**src/ioa_pkg.sv**
```systemverilog
package ioa_pkg;
  // register map
  localparam logic [11:0] IOA_OFS_COMMAND = 12'h100;
  localparam logic [11:0] IOA_OFS_WFIFO = 12'h104;
  localparam logic [11:0] IOA_OFS_ADDRESS = 12'h108;
  localparam logic [11:0] IOA_OFS_STATUS = 12'h10c;
  // command fields
  localparam int IOA_LEN_LSB = 0;
  localparam int IOA_LEN_W = 4;
  localparam int IOA_CODE_LSB = 8;
  localparam int IOA_CODE_W = 4;
  localparam int IOA_ADDR_ONLY_BIT = 12;
  localparam logic [31:0] IOA_COMMAND_RESET = 32'h0000_0000;
  localparam logic [31:0] IOA_ADDRESS_RESET = 32'h0000_0000;
  // command codes: bit 2 of code is the middle-of-transaction flag
  localparam logic [3:0] IOA_CODE_WRITE = 4'h0;
  localparam logic [3:0] IOA_CODE_READ = 4'h1;
  localparam logic [3:0] IOA_CODE_WSTATUS = 4'h2;
  localparam int IOA_MOT_BIT = 2;
  localparam int IOA_FIFO_DEPTH = 16;
  // reply codes from the sink
  localparam logic [1:0] IOA_REPLY_ACK = 2'h0;
  localparam logic [1:0] IOA_REPLY_NACK = 2'h1;
  localparam logic [1:0] IOA_REPLY_DEFER = 2'h2;
  localparam logic [1:0] IOA_REPLY_PARTIAL = 2'h3;

  typedef enum logic [1:0] {
    IOA_KIND_WRITE,
    IOA_KIND_READ,
    IOA_KIND_WSTATUS,
    IOA_KIND_ADDR
  } ioa_kind_t;

  typedef struct packed {
    ioa_kind_t kind;
    logic mot;
    logic read;
    logic [6:0] addr;
    logic [4:0] len;
  } ioa_req_t;

  typedef struct packed {
    logic [1:0] code;
    logic [4:0] count;
    logic [7:0] data;
  } ioa_reply_t;
endpackage

```
**src/ioa_decode.sv**
```systemverilog
`timescale 1ns/1ps
`default_nettype none
module ioa_decode
  import ioa_pkg::*;
(
  input wire logic [31:0] i_command,
  input wire logic [6:0] i_addr,
  output ioa_req_t o_req
);
  wire logic [3:0] code = i_command[IOA_CODE_LSB +: IOA_CODE_W];
  wire logic [1:0] base = code[1:0];
  wire logic only = i_command[IOA_ADDR_ONLY_BIT];
  wire logic [3:0] len_f = i_command[IOA_LEN_LSB +: IOA_LEN_W];
  wire ioa_kind_t kind = (base == IOA_CODE_WSTATUS[1:0]) ? IOA_KIND_WSTATUS
    : only ? IOA_KIND_ADDR
    : (base == IOA_CODE_READ[1:0]) ? IOA_KIND_READ : IOA_KIND_WRITE;
  wire logic is_read = base == IOA_CODE_READ[1:0];
  // length field encodes bytes minus one; none for address-only or status
  wire logic [4:0] len_bytes = (kind == IOA_KIND_READ ||
    kind == IOA_KIND_WRITE) ? {1'b0, len_f} + 5'h01 : 5'h00;
  // one driver for the whole request word, not one per field
  assign o_req = '{kind: kind, mot: code[IOA_MOT_BIT], read: is_read,
    addr: i_addr, len: len_bytes};
endmodule
`default_nettype wire

```
**src/ioa_seq.sv**
```systemverilog
// Notes on behaviour
// [RULE_01] software loads the slave address register before any transaction
// [RULE_02] software fills the write fifo before a write command
// [RULE_03] command register write launches; bits 3:0 hold the length
// [RULE_04] status command sets bit 12 and sends command and address only
// [RULE_05] write or read without mot ends with stop, bus idle
// [RULE_06] read with mot addresses slave and reads, no stop
// [RULE_07] after defer or partial ack, status requests may poll progress
// [RULE_08] sink may defer a burst read while its bus read runs
// [RULE_09] after read defer, the identical read may be reissued
// [RULE_10] sink answers a repeated read with data when done
// [RULE_11] deferred read aborted by other-slave read, write, or stop
// [RULE_12] partial-ack polling: partial ack, then nack on completion
// [RULE_13] repeated partial-ack write gets ack when write completes
// [RULE_14] burst write aborted by other-slave write, read, or stop
// [RULE_15] defer polling: partial ack, then ack on completion
// [RULE_16] repeated deferred write gets defer until done, then ack
// [RULE_17] mot set leaves bus as is; cleared forces idle at end
// [RULE_18] address-only commands use bit 12 with read or write code
// [RULE_19] sink issues its own stop after a one second silence
// [RULE_20] no new request while one still awaits its reply
`timescale 1ns/1ps
`default_nettype none
module ioa_seq
  import ioa_pkg::*;
(
  input wire logic i_clock,
  input wire logic i_rst_n,
  input wire logic i_reg_wr,
  input wire logic i_reg_rd,
  input wire logic [11:0] i_reg_addr,
  input wire logic [31:0] i_reg_wdata,
  output logic [31:0] o_reg_rdata,
  output logic o_req_valid,
  input wire logic i_req_ready,
  output ioa_req_t o_req,
  output logic [7:0] o_req_data,
  output logic o_req_data_valid,
  input wire logic i_req_data_ready,
  input wire logic i_reply_valid,
  input wire ioa_reply_t i_reply,
  output logic o_busy,
  output logic o_bus_held
);
  typedef enum logic [1:0] {
    ST_IDLE,
    ST_SEND,
    ST_DATA,
    ST_WAIT
  } ioa_state_t;

  ioa_state_t state;
  ioa_state_t next_state;
  logic [31:0] command;
  logic [31:0] address;
  logic [7:0] fifo [IOA_FIFO_DEPTH];
  logic [3:0] wr_ptr;
  logic [3:0] rd_ptr;
  logic [4:0] sent;
  logic [1:0] last_code;
  logic [4:0] last_count;
  logic [7:0] read_data;
  logic held;
  logic pending;
  ioa_req_t req;

  ////////////////////////////////////////////////////////////////////////
  ioa_decode u_decode (
    .i_command(command),
    .i_addr(address[6:0]),
    .o_req(req)
  );

  wire logic hit_cmd = i_reg_addr == IOA_OFS_COMMAND;
  wire logic hit_fifo = i_reg_addr == IOA_OFS_WFIFO;
  wire logic hit_addr = i_reg_addr == IOA_OFS_ADDRESS;
  wire logic hit_stat = i_reg_addr == IOA_OFS_STATUS;
  // a launch while busy is dropped; software polls the status word first
  wire logic launch = i_reg_wr && hit_cmd && state == ST_IDLE; // [RULE_03]
  wire logic is_write = req.kind == IOA_KIND_WRITE;
  wire logic data_done = sent == req.len;
  wire logic reply_in = state == ST_WAIT && i_reply_valid;
  wire logic push = i_reg_wr && hit_fifo && state == ST_IDLE; // [RULE_02]
  wire logic pop = state == ST_DATA && i_req_data_ready && !data_done;

  ////////////////////////////////////////////////////////////////////////
  always_comb begin
    next_state = state;
    unique case (state)
      ST_IDLE: if (launch) next_state = ST_SEND; // [RULE_20]
      ST_SEND: if (i_req_ready) begin
        next_state = (is_write && req.len != 5'h00) ? ST_DATA : ST_WAIT;
      end
      ST_DATA: if (data_done) next_state = ST_WAIT;
      ST_WAIT: if (i_reply_valid) next_state = ST_IDLE; // [RULE_20]
    endcase
  end

  always_ff @(posedge i_clock or negedge i_rst_n) begin
    if (!i_rst_n) state <= ST_IDLE;
    else state <= next_state;
  end

  ////////////////////////////////////////////////////////////////////////
  always_ff @(posedge i_clock or negedge i_rst_n) begin
    if (!i_rst_n) begin
      command <= IOA_COMMAND_RESET;
      address <= IOA_ADDRESS_RESET;
    end else begin
      if (launch) command <= i_reg_wdata; // [RULE_03] [RULE_04] [RULE_18]
      if (i_reg_wr && hit_addr && state == ST_IDLE) begin
        address <= i_reg_wdata; // [RULE_01]
      end
    end
  end

  // fifo is not cleared by a launch, so a deferred write can be
  // repeated unchanged by reissuing the command alone
  always_ff @(posedge i_clock) begin
    if (push) fifo[wr_ptr] <= i_reg_wdata[7:0];
  end

  always_ff @(posedge i_clock or negedge i_rst_n) begin
    if (!i_rst_n) begin
      wr_ptr <= 4'h0;
      rd_ptr <= 4'h0;
      sent <= 5'h00;
    end else begin
      if (push) wr_ptr <= wr_ptr + 4'h1;
      if (launch) begin
        rd_ptr <= 4'h0; // [RULE_09] repeat resends same bytes
        sent <= 5'h00;
      end else if (pop) begin
        rd_ptr <= rd_ptr + 4'h1;
        sent <= sent + 5'h01;
      end
      if (reply_in && is_write && i_reply.code == IOA_REPLY_ACK) begin
        wr_ptr <= 4'h0;
      end
    end
  end

  ////////////////////////////////////////////////////////////////////////
  // bus-held tracks whether the far i2c bus is left open after a command
  always_ff @(posedge i_clock or negedge i_rst_n) begin
    if (!i_rst_n) begin
      held <= 1'b0;
      pending <= 1'b0;
      last_code <= IOA_REPLY_ACK;
      last_count <= 5'h00;
      read_data <= 8'h00;
    end else if (reply_in) begin
      last_code <= i_reply.code;
      last_count <= i_reply.count;
      if (i_reply.code == IOA_REPLY_DEFER ||
          i_reply.code == IOA_REPLY_PARTIAL) begin
        pending <= req.kind != IOA_KIND_ADDR; // [RULE_07] [RULE_08]
        held <= 1'b1;
      end else begin
        pending <= 1'b0; // [RULE_11] [RULE_14]
        held <= req.mot; // [RULE_05] [RULE_06] [RULE_17]
      end
      if (req.read && i_reply.code == IOA_REPLY_ACK) begin
        read_data <= i_reply.data;
      end
    end
  end

  ////////////////////////////////////////////////////////////////////////
  assign o_req_valid = state == ST_SEND;
  assign o_req = req;
  assign o_req_data = fifo[rd_ptr];
  assign o_req_data_valid = state == ST_DATA && !data_done;
  assign o_busy = state != ST_IDLE;
  assign o_bus_held = held;

  always_comb begin
    o_reg_rdata = 32'h0000_0000;
    if (i_reg_rd) begin
      if (hit_cmd) o_reg_rdata = command;
      else if (hit_addr) o_reg_rdata = address;
      else if (hit_stat) begin
        o_reg_rdata = {8'h00, read_data, 3'h0, last_count,
          pending, held, last_code, 3'h0, o_busy};
      end
    end
  end

  ////////////////////////////////////////////////////////////////////////
  one_request_a: assert property ( // [RULE_20]
    @(posedge i_clock) disable iff (!i_rst_n)
    state == ST_WAIT && !i_reply_valid |=> !o_req_valid)
    else $error("request issued while awaiting reply");
  launch_send_a: assert property ( // [RULE_03]
    @(posedge i_clock) disable iff (!i_rst_n)
    launch |=> o_req_valid && o_busy)
    else $error("launch did not start request");
  stop_idle_a: assert property ( // [RULE_05]
    @(posedge i_clock) disable iff (!i_rst_n)
    reply_in && !req.mot && i_reply.code == IOA_REPLY_ACK |=> !o_bus_held)
    else $error("bus not idle after stop");
  mot_hold_a: assert property ( // [RULE_17]
    @(posedge i_clock) disable iff (!i_rst_n)
    reply_in && req.mot && i_reply.code == IOA_REPLY_NACK |=> o_bus_held)
    else $error("bus not held with mot");
  read_mot_a: assert property ( // [RULE_06]
    @(posedge i_clock) disable iff (!i_rst_n)
    reply_in && req.read && req.mot |=> o_bus_held)
    else $error("mot read released bus");
  status_len_a: assert property ( // [RULE_04]
    @(posedge i_clock) disable iff (!i_rst_n)
    o_req_valid && req.kind == IOA_KIND_WSTATUS |-> req.len == 5'h00)
    else $error("status request carries length");
  defer_pend_a: assert property ( // [RULE_08]
    @(posedge i_clock) disable iff (!i_rst_n)
    reply_in && i_reply.code == IOA_REPLY_DEFER &&
    req.kind == IOA_KIND_READ |=> pending ##0 state == ST_IDLE)
    else $error("read defer not recorded");
  abort_clear_a: assert property ( // [RULE_11] [RULE_14]
    @(posedge i_clock) disable iff (!i_rst_n)
    reply_in && req.kind == IOA_KIND_ADDR && !req.mot &&
    i_reply.code == IOA_REPLY_ACK |=> !pending && !o_bus_held)
    else $error("abort left transaction open");
  retry_ptr_a: assert property ( // [RULE_09]
    @(posedge i_clock) disable iff (!i_rst_n)
    launch |=> rd_ptr == 4'h0 && sent == 5'h00)
    else $error("retry did not rewind data");
endmodule
`default_nettype wire

```
**config.mk**
```make
export PLATFORM = sky130hd
export DESIGN_NAME = ioa_seq
export DESIGN_NICKNAME = d
export VERILOG_FILES = /design/src/ioa_pkg.sv /design/src/ioa_decode.sv /design/src/ioa_seq.sv
export SDC_FILE = /design/constraint.sdc
export NUM_CORES = 1
export LEC_CHECK = 0
export BUFFER_PORTS_ARGS = -buffer_cell sky130_fd_sc_hd__buf_2
export CAP_MARGIN = 40
export CORE_UTILIZATION = 58
export DETAILED_ROUTE_END_ITERATION = 8
export GPL_TIMING_DRIVEN = 0
export PLACE_DENSITY = 0.76
export SLEW_MARGIN = 20
export SYNTH_ARGS = -nofsm -noshare
export SYNTH_HDL_FRONTEND = slang
export SYNTH_HIERARCHICAL = 1
export SYNTH_SLANG_ARGS = --single-unit
```
**constraint.sdc**
```tcl
create_clock -name i_clock -period 3.5 [get_ports i_clock]
set_input_delay 0.175 -clock i_clock [delete_from_list [all_inputs] [get_ports i_clock]]
set_output_delay 0.175 -clock i_clock [all_outputs]
set_load 0.02 [all_outputs]
```
==> metrics <==
outcome=completed; initial antenna violation count=0; Cells after Synth=approximately 680; GRT Max-Usage Layer=met2; Synth top cells by count=edfxtp_1 (128), dfrtp_1 (96), mux2_2 (76); Seq cells post-synth=~220; Root Driver=clkbuf_16; CP Capture Point=o_req_data[5]; Detailed Route Iter0 Violations=between 400 and 500; Mean Syn Cell Area=about 15 sq um; Crit. End Element=output port; met2 usage=0.475; CP Launch Point=rd_ptr[0]; die height=134 um; VDD IR-drop max=~360 uV; I/O pins=126; max-cap viol count=0; Clk pin slew, worst setup/hold paths=about 0.06 ns; number of buffers created by CTS=23; routed length per placed instance=21.0 um; H-Tree Level Count=1; static leakage=5.31 nW; initial core utilization=0.599; Congestion Overflow GR=0; reg-to-reg endpoint=state[1]; CP startpoint kind=register; most common cell in the netlist=edfxtp_1; CP delay by family, top=buffers and inverters; # rows=47; fmax=around 0.33 GHz; Yosys warnings=6; top cells by area, synth=edfxtp_1 (38%), dfrtp_1 (24%), mux2_2 (8.5%); Final GP Congestion=about 0.83; CP most frequent cell=buf_2; Vias/cell=roughly 5.8; Async SR Flop Fraction=0.429; Core Util, Final=0.734; Worst-Skew Late Latency=about 0.51 ns; Final min period=3.01 ns; post-layout instance area=roughly 0.012 sq mm; clk_skew=between 0.02 and 0.025 ns; Post-synth EDFFs=roughly 130; Worst EP arrival=2.84 ns; CTS tree=done; fin nets=approximately 960; number of global-route vias before repair=just under 7k; ordered cell list for the critical path=clkbuf_1 > buf_2 > buf_2 > mux2i_1 > a21oi_1 > o21ai_0 > nand2_1 > buf_2; reg2reg path depth=8; CTS Hold Buffers Added=40; Post-CTS Setup Repair Bufs=0; Core Area=about 0.017 sq mm; Clock Tree Buf Depth=3; internal reg-to-reg setup slack=between 0.6 and 0.7 ns; top_reg_cell synth=edfxtp_1; P&R area growth vs syn=22.5%; area leader, netlist=edfxtp_1; Min-Delay Path Class=primary input to register; Critical Path Max Stage Delay=between 0.4 and 0.5 ns; critical path depth=8; FF-to-FF Start=command[0]; diodes inserted=0; Post-route DRC=0; fill count=~1.1k; first-pass GRT wire length=approximately 37000 um; IO Port Bufs=123; CP bufs+invs=4; Slew Viols, Final=0; register area share after synthesis=0.622; hold_ws=0.0806 ns; Die W=around 130 um; RSZ-0062 raised after global routing=no; Post-Syn Area=between 0.01 and 0.015 sq mm; Fin. Hold Viols=0; top cell type's share of synthesized area=0.383; Mapped Nets=~750; Post-Place Worst Slack=0.630 ns; clock sink count=approximately 220; worst slew pin tran=between 0.7 and 0.8 ns; setup TNS=0 ns; met1 usage=0.353; Crit path required time=3.32 ns; largest net degree at the start of global routing=55; final setup vio count=0; worst setup margin=~0.49 ns; Inst Count DP=roughly 1.0k; DP Wirelength=about 16000 um; Crit-path slowest cell=buf_2; Post-DP Area=~0.011 sq mm; crit path max fanout=10; fraction of layout cells with a size suffix above 1=0.378; Total Routed Length=roughly 23000 um; # resized after CTS=0; fin crit share=0.861; DRT Pass-1 Iters=5; kind of critical path=register to output port; Power Dens Cells=between 500 and 600 mW/mm^2; GRT met3 Usage=0.0521; Routed Antenna Nets=0; Yosys cell types=39; full die area=approximately 0.018 sq mm; Slew HR=0.477; non-filler instance count after layout=~1.1k; Final Power=around 7.3 mW; Vias=6471; GRT Overall Usage=0.273
layer usage:
layer	share of wire	vias up
met5	0	-
li1	-	2927
met2	0.51	259
met4	0.020	0
met1	0.40	3246
met3	0.071	39
flip-flops by register name (all words and copies together) (netlist names), 4 cells and up:
register	count
last_count	5
sent	5
command	32
rd_ptr	4
address	32
wr_ptr	4
read_data	8
fifo	128
placed cells by master (no fill, tap or decap), types with 22 or more instances in the layout:
master	count
a22oi_1	26
buf_2	147
clkbuf_16	23
dfrtp_1	96
dlygate4sd3_1	40
edfxtp_1	128
mux2_2	76
mux2_4	30
mux2i_1	41
nand2_1	22
nor2_1	43
area by class of cell:
| class | count | area [sq um] | share of cell area |
|---|---|---|---|
| Clock buffer | 28 | 594 | 0.0483 |
| Inverter | 18 | 67.6 | 0.00549 |
| Sequential cell | 224 | 6250 | 0.508 |
| Buffer | 45 | 244 | 0.0198 |
| Multi-Input combinational cell | 388 | 3560 | 0.289 |
| Timing Repair Buffer | 180 | 1140 | 0.0931 |
| Tap cell | 220 | 275 | 0.0224 |
| Clock inverter | 14 | 173 | 0.0140 |
report_power, final:
part / total, mW / switching [mW] / internal, mW
Combinational: 1.81 / 1.06 / 0.745
Clock: 2.50 / 0.995 / 1.51
Sequential: 3.02 / 0.104 / 2.91
Total: 7.33 / 2.16 / 5.16
worst min path at each step:
stage                               from            to  slack (ns)  depth (start not counted)
after floorplan                  i_rst_n    address[0]       -0.12                          0
after global placement        i_reply[5]  read_data[5]        0.41                          2
after detailed placement         i_rst_n   address[17]        0.13                          1
after CTS                 i_reg_wdata[6]    fifo[0][6]        0.06                          1
after global routing      i_reg_wdata[6]    fifo[3][6]        0.09                          1
final                     i_reg_wdata[6]    fifo[3][6]        0.08                          1
kinds of logic (layout without fill, tap and decap cells):
family                   Yosys count  in the layout  synth area share
buffers and inverters             63            285            0.0310
multiplexers                     163            163             0.207
adder cells (fa/ha/maj)           11             11            0.0137
flip-flops                       224            224             0.622
AO/OA/AOI/OAI                     75             75            0.0490
AND/OR/NAND/NOR                  122            122            0.0624
XOR/XNOR                          17             17            0.0148
Note: power is estimated with default switching activity, not from simulation.
